File: src/hw/gpsc_pkg.sv
// Package with offsets, field layout and constants of the pin sequencing bank.
package gpsc_pkg;
	localparam int NUM_PINS = 4;
	localparam logic [7:0] OFS_PIN0 = 8'ha8;
	localparam logic [7:0] OFS_PIN1 = 8'ha9;
	localparam logic [7:0] OFS_PIN2 = 8'haa;
	localparam logic [7:0] OFS_PIN7 = 8'hab;
	localparam logic [7:0] OFS_SEQ_STATE = 8'hb0;
	localparam int SRC_HI = 7;
	localparam int SRC_LO = 6;
	localparam int UP_HI = 5;
	localparam int UP_LO = 3;
	localparam int DN_HI = 2;
	localparam int DN_LO = 0;
	localparam logic [1:0] SRC_SEQ0 = 2'h0;
	localparam logic [1:0] SRC_SEQ1_A = 2'h1;
	localparam logic [1:0] SRC_SEQ1_B = 2'h2;
	localparam logic [1:0] SRC_NONE = 2'h3;
	localparam logic [7:0] CFG_RESET = 8'hc0;
	localparam logic [31:0] RDATA_RESET = 32'h0;
endpackage : gpsc_pkg

File: src/hw/gpsc_pin_slot.sv
// One pin's sequence membership decode and active state tracking.
`timescale 1ns/10ps
`default_nettype none
module gpsc_pin_slot (
	// Clock and reset
	input wire logic sys_clk,
	input wire logic nrst,
	// Stored configuration of this pin
	input wire logic [7:0] cfg,
	// Sequencer position for both sequences
	input wire logic seq0_up_strobe,
	input wire logic seq0_dn_strobe,
	input wire logic [2:0] seq0_slot,
	input wire logic seq1_up_strobe,
	input wire logic seq1_dn_strobe,
	input wire logic [2:0] seq1_slot,
	// Pin drive state
	output logic active_ff
);
	logic [1:0] src;
	logic [2:0] up_slot;
	logic [2:0] dn_slot;
	logic in_seq0;
	logic in_seq1;
	logic hit_up;
	logic hit_dn;
	logic nxt_active;

	// Field split and membership decode.
	assign src = cfg[gpsc_pkg::SRC_HI:gpsc_pkg::SRC_LO];
	assign up_slot = cfg[gpsc_pkg::UP_HI:gpsc_pkg::UP_LO];
	assign dn_slot = cfg[gpsc_pkg::DN_HI:gpsc_pkg::DN_LO];
	assign in_seq0 = (src == gpsc_pkg::SRC_SEQ0);
	// Both codes map to sequence one; the unused code is left out entirely.
	assign in_seq1 = (src == gpsc_pkg::SRC_SEQ1_A) ||
		(src == gpsc_pkg::SRC_SEQ1_B);
	assign hit_up = (in_seq0 && seq0_up_strobe && seq0_slot == up_slot) ||
		(in_seq1 && seq1_up_strobe && seq1_slot == up_slot);
	assign hit_dn = (in_seq0 && seq0_dn_strobe && seq0_slot == dn_slot) ||
		(in_seq1 && seq1_dn_strobe && seq1_slot == dn_slot);
	// Release wins if both strobes meet, so such a collision never leaves the pin on.
	assign nxt_active = hit_dn ? 1'b0 : (hit_up ? 1'b1 : active_ff);

	// Active state register.
	always_ff @(posedge sys_clk or negedge nrst) begin
		if (!nrst) begin
			active_ff <= 1'b0;
		end else begin
			active_ff <= nxt_active;
		end
	end
endmodule : gpsc_pin_slot
`default_nettype wire

File: src/hw/gpsc_top.sv
// Pin power sequencing slot configuration bank with Avalon-MM access.
// Operation
// - Source code 0 puts the pin on sequence zero, codes 1 and 2 on sequence one.
// - Source code 3 keeps the pin out of both sequences.
// - Bits 5:3 give the power-up slot as a plain binary number 0 to 7.
// - Bits 2:0 give the power-down slot as a plain binary number 0 to 7.
// - All three fields are writable and read back as stored.
//
// The implementer's own choice: the Avalon-MM register port.
`timescale 1ns/10ps
`default_nettype none
module gpsc_top #(
	parameter int NUM_PINS = gpsc_pkg::NUM_PINS
) (
	// Clock and reset
	input wire logic sys_clk,
	input wire logic nrst,
	// Avalon-MM slave
	input wire logic [7:0] avs_address,
	input wire logic avs_read,
	input wire logic avs_write,
	input wire logic [31:0] avs_writedata,
	input wire logic [3:0] avs_byteenable,
	output logic [31:0] avs_readdata,
	output logic avs_waitrequest,
	output logic [1:0] avs_response,
	// Sequencer position from the timing engine
	input wire logic seq0_up_strobe,
	input wire logic seq0_dn_strobe,
	input wire logic [2:0] seq0_slot,
	input wire logic seq1_up_strobe,
	input wire logic seq1_dn_strobe,
	input wire logic [2:0] seq1_slot,
	// Pin resource drive states, bit order pin0, pin1, pin2, pin7
	output logic [NUM_PINS-1:0] pin_active
);
	logic [7:0] cfg_ff [NUM_PINS];
	logic [NUM_PINS-1:0] active;
	logic ack_ff;
	logic [31:0] rdata_ff;
	logic [1:0] resp_ff;
	logic [7:0] offsets [NUM_PINS];
	logic [NUM_PINS-1:0] sel;
	logic sel_state;
	logic req;
	logic hit;
	logic [7:0] rd_cfg;
	logic [31:0] nxt_rdata;

	assign offsets[0] = gpsc_pkg::OFS_PIN0;
	assign offsets[1] = gpsc_pkg::OFS_PIN1;
	assign offsets[2] = gpsc_pkg::OFS_PIN2;
	assign offsets[3] = gpsc_pkg::OFS_PIN7;

	// Request is answered one cycle after it appears; waitrequest holds
	// it until then, so every access costs exactly two cycles.
	assign req = (avs_read || avs_write) && !ack_ff;
	assign sel_state = (avs_address == gpsc_pkg::OFS_SEQ_STATE);
	assign hit = (|sel) || sel_state;

	// Per-pin decode, storage and sequencing slice.
	genvar gi;
	generate
		for (gi = 0; gi < NUM_PINS; gi++) begin : g_pin
			assign sel[gi] = (avs_address == offsets[gi]);
			// Only lane 0 carries the byte; other lanes are ignored.
			// The store waits for the acknowledge cycle, so a write lands
			// at the very edge at which the master sees waitrequest low.
			always_ff @(posedge sys_clk or negedge nrst) begin
				if (!nrst) begin
					cfg_ff[gi] <= gpsc_pkg::CFG_RESET;
				end else if (ack_ff && avs_write && sel[gi] && avs_byteenable[0]) begin
					cfg_ff[gi] <= avs_writedata[7:0];
				end
			end
			gpsc_pin_slot u_slot (
				.sys_clk(sys_clk),
				.nrst(nrst),
				.cfg(cfg_ff[gi]),
				.seq0_up_strobe(seq0_up_strobe),
				.seq0_dn_strobe(seq0_dn_strobe),
				.seq0_slot(seq0_slot),
				.seq1_up_strobe(seq1_up_strobe),
				.seq1_dn_strobe(seq1_dn_strobe),
				.seq1_slot(seq1_slot),
				.active_ff(active[gi])
			);
		end
	endgenerate

	// Read mux; a pin register reads back its stored byte.
	always_comb begin
		rd_cfg = 8'h00;
		for (int i = 0; i < NUM_PINS; i++) begin
			if (sel[i]) begin
				rd_cfg = cfg_ff[i];
			end
		end
	end
	assign nxt_rdata = sel_state ? {{(32-NUM_PINS){1'b0}}, active} :
		{24'h000000, rd_cfg};

	// Bus answer registers.
	always_ff @(posedge sys_clk or negedge nrst) begin
		if (!nrst) begin
			ack_ff <= 1'b0;
			rdata_ff <= gpsc_pkg::RDATA_RESET;
			resp_ff <= 2'h0;
		end else begin
			ack_ff <= req;
			if (req) begin
				rdata_ff <= (avs_read && hit) ? nxt_rdata : gpsc_pkg::RDATA_RESET;
				// Unmapped addresses answer with the decode error code.
				resp_ff <= hit ? 2'h0 : 2'h3;
			end
		end
	end

	assign avs_readdata = rdata_ff;
	assign avs_response = resp_ff;
	// Waitrequest is the registered complement of the request, so it always equals the inverse of the acknowledge.
	always_ff @(posedge sys_clk or negedge nrst) begin
		if (!nrst) begin
			avs_waitrequest <= 1'b1;
		end else begin
			avs_waitrequest <= !req;
		end
	end
	assign pin_active = active;
endmodule : gpsc_top
`default_nettype wire

File: config.mk
export PLATFORM = sky130hd
export DESIGN_NAME = gpsc_top
export DESIGN_NICKNAME = d
export VERILOG_FILES = /design/src/hw/gpsc_pkg.sv /design/src/hw/gpsc_pin_slot.sv /design/src/hw/gpsc_top.sv
export SDC_FILE = /design/constraint.sdc
export NUM_CORES = 1
export LEC_CHECK = 0
export BUFFER_PORTS_ARGS = -buffer_cell sky130_fd_sc_hd__buf_4
export CORE_MARGIN = 3
export CORE_UTILIZATION = 33
export CTS_BUF_LIST = sky130_fd_sc_hd__clkbuf_2
export DETAILED_ROUTE_END_ITERATION = 8
export GPL_TIMING_DRIVEN = 0
export PLACE_DENSITY = 0.54
export SETUP_SLACK_MARGIN = 0.3
export SYNTH_ARGS = -nofsm -noshare
export SYNTH_HDL_FRONTEND = slang
export SYNTH_HIERARCHICAL = 1
export SYNTH_SLANG_ARGS = --single-unit
File: constraint.sdc
create_clock -name sys_clk -period 2.1 [get_ports sys_clk]
set_input_delay 0 -clock sys_clk [delete_from_list [all_inputs] [get_ports sys_clk]]
set_output_delay 0 -clock sys_clk [all_outputs]
set_load 0.05 [all_outputs]
# Word-level counts from Yosys, hierarchy flattened
# Cells that the tools add are included.
# Widths: inputs -> output; s select.
classes:
  n_div: 0
  n_mux: 15
  n_addsub: 0
  eq_ne: 29
  shift: 0
  bitwise_logic: 0
  order_cmp: 0
  multipliers: 0
  n_reduce_logical: 68
op_table:
  columns: ["op", "count"]
  rows:
  - ["$eq 3x3->1", 16]
  - ["$mux 8", 6]
  - ["$logic_and 1x1->1", 43]
  - ["$eq 8x8->1 const B", 5]
  - ["$logic_or 1x1->1", 14]
  - ["$eq 2x1->1 const B", 4]
  - ["$eq 2x2->1 const B", 4]
  - ["$logic_not 2->1", 4]
  - ["$mux 1", 8]
  - ["$reduce_bool 2->1", 4]
  - ["$reduce_or 4->1", 1]
  - ["$logic_not 1->1", 2]
  - ["$mux 2", 1]
totals:
  in_bits: 58
  romBits: 0
  wordCells: 124
  output_inout_bits: 39
  ram_bits: 0
  n_memories: 0
  latch_bits: 0
  ff_bits: 72

# Logic depth before layout (Yosys ltp)
logic_depth:
  ltp_word: 7
  ltp_mapped: 6
  ltp_nobuf: 5

# Hierarchy
# Netlist, hierarchy kept.
modules_own_cells:
  columns: ["module", "seq_area_each_um2", "area_per_inst_um2", "n_inst", "cells_per_inst"]
  rows:
  - ["gpsc_top", 1087.3, 2203.4, 1, 180]
  - ["gpsc_pin_slot", 25.0, 202.7, 4, 25]

# Worst setup path before layout
# OpenSTA, ideal clock, no wires.
synth_timing:
  path_type: "reg-to-reg"
  start: "register cfg_ff[22] in the netlist's numbering"
  end: "register g_pin[1].u_slot.active_ff"
  arrival_time_ns: 1.438
  n_path_buf: 0
  period_less_slack_ns: 1.564
  setup_slack_ns: 0.536
  required_ns: 1.974
  stages_incl_launch_ff: 6
  setup_ns: 0.126
  cell_sequence: "dfstp_2 > inv_1 > ha_1 > nand2_1 > or4_1 > o311a_1"
synth_via:
  elab_chain_len: 6
  word_cells_on_any_way: 16
  cone_classes: "2 x eq/ne; 1 x mux; 13 x reduce/logical"
synth_lines:
  columns: ["element", "line", "source"]
  rows:
  - ["start: declaration", "gpsc_top.sv:37", "logic [7:0] cfg_ff [NUM_PINS];"]
  - ["start signal: indexed assignment", "gpsc_top.sv:71", "cfg_ff[gi] <= gpsc_pkg::CFG_RESET;"]
  - ["start signal: indexed assignment", "gpsc_top.sv:73", "cfg_ff[gi] <= avs_writedata[7:0];"]
  - ["$eq 2x1->1 or $eq 2x2->1 (tied branches)", "gpsc_pin_slot.sv:35, gpsc_pin_slot.sv:36", null]
  - ["$logic_or 1x1->1", "gpsc_pin_slot.sv:35", "assign in_seq1 = (src == gpsc_pkg::SRC_SEQ1_A) ||"]
  - ["$logic_and 1x1->1 (on tied branches) (2 in a row)", "gpsc_pin_slot.sv:40, gpsc_pin_slot.sv:38", null]
  - ["$logic_or 1x1->1 (on tied branches)", "gpsc_pin_slot.sv:39, gpsc_pin_slot.sv:37", null]
  - ["$mux 1 or $reduce_bool 2->1 (tied branches)", null, null]
  - ["end signal: assignment", "gpsc_pin_slot.sv:49", "active_ff <= nxt_active;"]
  - ["end: declaration", "gpsc_pin_slot.sv:18", "output logic active_ff"]
# Parallel ways exist; a longest one is shown, timed or not.
# A chain may end at the register's enable or synchronous reset.

# Worst setup path in the final report
layout_timing:
  start: "register cfg_ff[7] in the netlist's numbering"
  end: "register g_pin[3].u_slot.active_ff"
layout_via:
  elab_chain_len: 6
  word_cells_on_any_way: 16
  cone_classes: "2 x eq/ne; 1 x mux; 13 x reduce/logical"
layout_lines:
  columns: ["element", "line"]
  rows:
  - ["$eq 2x1->1 or $eq 2x2->1 (tied branches)", "gpsc_pin_slot.sv:35, gpsc_pin_slot.sv:36"]
  - ["$logic_or 1x1->1", "gpsc_pin_slot.sv:35"]
  - ["$logic_and 1x1->1 (on tied branches) (2 in a row)", "gpsc_pin_slot.sv:40, gpsc_pin_slot.sv:38"]
  - ["$logic_or 1x1->1 (on tied branches)", "gpsc_pin_slot.sv:39, gpsc_pin_slot.sv:37"]
  - ["$mux 1 or $reduce_bool 2->1 (tied branches)", null]
  - ["end signal: assignment", "gpsc_pin_slot.sv:49"]
  - ["end: declaration", "gpsc_pin_slot.sv:18"]
# Parallel ways exist; a longest one is shown, timed or not.

==> qor.json <==
{
  "fin_area_mm2": 0.00378,
  "worst_clock_skew_ns": 0.0171,
  "mean_syn_cell_area_um2": 10.8,
  "maxSlewViolCount": 0,
  "postRouteAntennaNets": 0,
  "dpl-instance-area_mm2": 0.00356,
  "startpoint_of_the_worst_slack_reg_to_reg_timing_path": "cfg_ff[7]",
  "final.setup.tns_ns": 0,
  "first_iter_violations": 101,
  "finalHoldViolations": 0,
  "synth_mux_area_share_pct": 15.3,
  "num_io_pins": 97,
  "drt-vias-per-instance": 4.79,
  "timing.reg2reg.setup_slack_ns": 0.37,
  "peakVddDrop_v": 0.000252,
  "area_growth_from_synthesis_to_final_layout_pct": 25.5,
  "met1_global_route_usage_pct": 23.0,
  "worst_tran_pin_value_ns": 0.863,
  "groute.usage.overall_pct": 15.6,
  "worstHoldStart": "seq0_dn_strobe",
  "layout_commonest_cell": "sky130_fd_sc_hd__buf_4",
  "cts_sinks": 47,
  "globalRouteOverflowTotal": 0,
  "total_length_of_routed_wires_um": 7940,
  "number_of_buffer_cells_added_on_primary_ports": 43,
  "holdPathEnd": "g_pin[0].u_slot/active_ff",
  "whs_path_depth": 4,
  "largest_family_of_logic_cells_by_synthesized_area": "multiplexers",
  "cts_buffers": 5,
  "post-route-drc-count": 0,
  "finish.net_count": 429,
  "layout.cells.most_common_list": "sky130_fd_sc_hd__buf_4 (70), sky130_fd_sc_hd__xor2_1 (48), sky130_fd_sc_hd__mux2_2 (39)",
  "antenna_cell_count": 0,
  "worst_setup_sp_type": "register",
  "layout-drive-gt1-share_pct": 38.3,
  "timing.critical_path.to_type": "register",
  "initial_utilization_pct": 34.2,
  "grt.met3_usage_pct": 2.75,
  "rsz_0062_raised_after_global_routing": "false",
  "power.total_uw": 2020,
  "holdCritPathClass": "in2reg",
  "core_area_mm2": 0.00881,
  "detail_routed_net_length_per_standard_cell_um": 16.7,
  "finalWeightedCongestion": 0.878,
  "path_buf_inv": 1,
  "period_minus_slack_ns": 1.73,
  "htreeDepth": 2,
  "fp.dieArea_mm2": 0.0103,
  "critPathRequiredTime_ns": 2.41,
  "grt_start_max_net_pins": 48,
  "synth_fa_ha_area_share_pct": 1.66,
  "slew_headroom_pct": 41.6,
  "static_leakage_uw": 0.00187,
  "die_h_um": 102,
  "critical-path-top-delay-family": "flip-flops",
  "synth_xor_area_share_pct": 13.9,
  "synth_warnings": 6,
  "grt_pass1_vias": 2169,
  "syn-cell-area_mm2": 0.00301,
  "cp_slowest_stage_delay_ns": 0.61,
  "worst-setup-path-type": "reg2reg",
  "synth-compound-area-share_pct": 7.39,
  "number_of_search_and_repair_iterations_in_the_first_detailed_routing_pass": 4,
  "ctsRootBufferMaster": "sky130_fd_sc_hd__clkbuf_2",
  "r2r_worst_path_depth": 5,
  "insertion_delay_ns": 0.40,
  "cp.arrival_ns": 2.04,
  "post-route-period-util_pct": 82.4,
  "grt_antenna_before_repair": 0,
  "timing.rr.end": "g_pin[3].u_slot/active_ff",
  "synth_cells": 280,
  "fmax_mhz": 578,
  "synth_simple_gate_area_share_pct": 13.7,
  "run_status": "finished clean",
  "cell_by_cell_trace_of_the_critical_path": "inv_1 > ha_4 > nand2_1 > or4_1 > o311a_1",
  "grt_first_pass_wirelength_um": 12300,
  "synth-seq-area-share_pct": 39.4,
  "die_w_um": 102,
  "tritoncts_clock_tree": "built",
  "via_count": 2282,
  "synth_cell_types": 40,
  "hold_slack_ns": 0.0341,
  "report.final.setup_viol": 0,
  "cellPowerDensity_mw_per_mm2": 533,
  "clkSlewWorstSetupHoldPaths_ns": 0.24,
  "cts_max_path_buffers": 2,
  "globalRoute.busiestLayer": "met2",
  "crit_path_top_delay_cell": "sky130_fd_sc_hd__dfstp_2",
  "yosys_register_bits": 47,
  "grtUsageMet2_pct": 24.6,
  "placement_rows": 34,
  "critical_path.max_fanout": 3,
  "detailedPlacementHpwl_um": 5980,
  "timing.max_cap.violations": 0
}
## cells by family (layout without fill, tap and decap cells)
logic type      count (synthesis)  after routing
simple gates                   69             69
compound gates                 31             31
flops                          47             47
fa+ha+maj                       4              4
xor+xnor                       48             48
mux                            40             40
buf+inv                        40            105
other cells                     1             24
## timing repair
action | 4_1_cts | 5_1_grt
gates resized for setup | 0 | 3
setup endpoints to repair | 6 | 4
buffers inserted | 1 | 2
hold endpoints to repair | 82 | 0
pin swaps | 1 | 1
hold buffers | 11 | 0
## flip-flops by register name, indices dropped and copies added, names as in the netlist
| register | cells |
|---|---|
| avs_readdata | 8 |
| ack_ff | 1 |
| g_pin.u_slot/active_ff | 4 |
| cfg_ff | 32 |
| avs_waitrequest | 1 |
| avs_response | 1 |
## metal layers
layer / vias up / wire length (um)
met5: - / 0
met2: 85 / 3470
met3: 5 / 514
li1: 1114 / -
met4: 0 / 44
met1: 1078 / 3900
## how the worst max path moves through the flow
stage | start | end | slack (ns) | cells after the start
finish | cfg_ff[7] | g_pin[3].u_slot/active_ff | 0.37 | 5
global route | ack_ff | avs_readdata[1] | 0.30 | 5
CTS | cfg_ff[7] | g_pin[3].u_slot/active_ff | 0.32 | 5
detailed placement | ack_ff | cfg_ff[13] | 0.33 | 4
global placement | ack_ff | cfg_ff[12] | 0.32 | 4
floorplan | cfg_ff[22] | g_pin[1].u_slot/active_ff | 0.54 | 5
## cell usage after synthesis
library cell / instances / area share (%)
sky130_fd_sc_hd__or3b_2: 1 / 0.29
sky130_fd_sc_hd__nor3b_4: 1 / 0.62
sky130_fd_sc_hd__or4bb_1: 1 / 0.37
sky130_fd_sc_hd__buf_2: 2 / 0.33
sky130_fd_sc_hd__o21bai_1: 1 / 0.25
sky130_fd_sc_hd__o311a_1: 4 / 1.3
sky130_fd_sc_hd__a2bb2oi_1: 1 / 0.29
sky130_fd_sc_hd__a21oi_1: 6 / 1.0
sky130_fd_sc_hd__nand2b_1: 1 / 0.21
sky130_fd_sc_hd__o21ai_0: 2 / 0.33
sky130_fd_sc_hd__conb_1: 1 / 0.12
sky130_fd_sc_hd__and2b_2: 1 / 0.29
sky130_fd_sc_hd__a211oi_1: 3 / 0.75
sky130_fd_sc_hd__nand3_4: 1 / 0.58
sky130_fd_sc_hd__dfstp_2: 9 / 7.8
sky130_fd_sc_hd__a22o_1: 3 / 0.87
sky130_fd_sc_hd__nand4_1: 1 / 0.21
sky130_fd_sc_hd__xor2_1: 48 / 14
sky130_fd_sc_hd__nor4_1: 8 / 1.7
sky130_fd_sc_hd__o31ai_1: 7 / 1.7
sky130_fd_sc_hd__nor2b_1: 1 / 0.21
sky130_fd_sc_hd__nor2_1: 5 / 0.62
sky130_fd_sc_hd__dfrtp_1: 38 / 32
sky130_fd_sc_hd__nand4b_1: 3 / 0.87
sky130_fd_sc_hd__inv_1: 10 / 1.2
sky130_fd_sc_hd__or4_1: 8 / 2.0
sky130_fd_sc_hd__nor3_4: 1 / 0.54
sky130_fd_sc_hd__and4bb_2: 1 / 0.42
sky130_fd_sc_hd__buf_4: 25 / 6.2
sky130_fd_sc_hd__ha_1: 4 / 1.7
sky130_fd_sc_hd__o22ai_1: 4 / 0.83
sky130_fd_sc_hd__mux2_2: 39 / 15
sky130_fd_sc_hd__and3_1: 1 / 0.21
sky130_fd_sc_hd__clkbuf_1: 2 / 0.25
sky130_fd_sc_hd__nand2_1: 30 / 3.7
sky130_fd_sc_hd__nor4b_1: 1 / 0.29
sky130_fd_sc_hd__buf_6: 1 / 0.37
sky130_fd_sc_hd__mux4_2: 1 / 0.75
sky130_fd_sc_hd__nor2_2: 2 / 0.42
sky130_fd_sc_hd__and2_1: 1 / 0.21
## final cells by class
type | count | area [um^2]
buffer | 30 | 218
clock buffer | 7 | 35.0
clock inverter | 1 | 30.0
fill | 875 | 5020
inverter | 10 | 37.5
multi-input combinational | 216 | 1670
sequential | 47 | 1190
tap | 108 | 135
timing repair buffer | 57 | 468
## tightest hold or removal path, delay by kind of cell
family / cells / cell delay, ns
simple gates: 2 / 0.15
compound gates: 1 / 0.14
buf+inv: 1 / 0.13
## report_power, final
| group | internal, uW | total, uW | switching [uW] |
|---|---|---|---|
| Sequential | 943 | 980 | 36.9 |
| Combinational | 191 | 530 | 338 |
| Clock | 212 | 507 | 295 |
## metrics by stage
| stage | worst slack (ns) | util (%) | std cells |
|---|---|---|---|
| floorplan | 0.536 | - | 303 |
| global placement | 0.320 | 40.4 | 454 |
| detailed placement | 0.327 | 40.4 | 454 |
| CTS | 0.324 | 42.6 | 474 |
| global route | 0.300 | 43.0 | 476 |
| finish | 0.370 | 43.0 | 476 |
No activity file was read; power rests on OpenSTA's default activity.
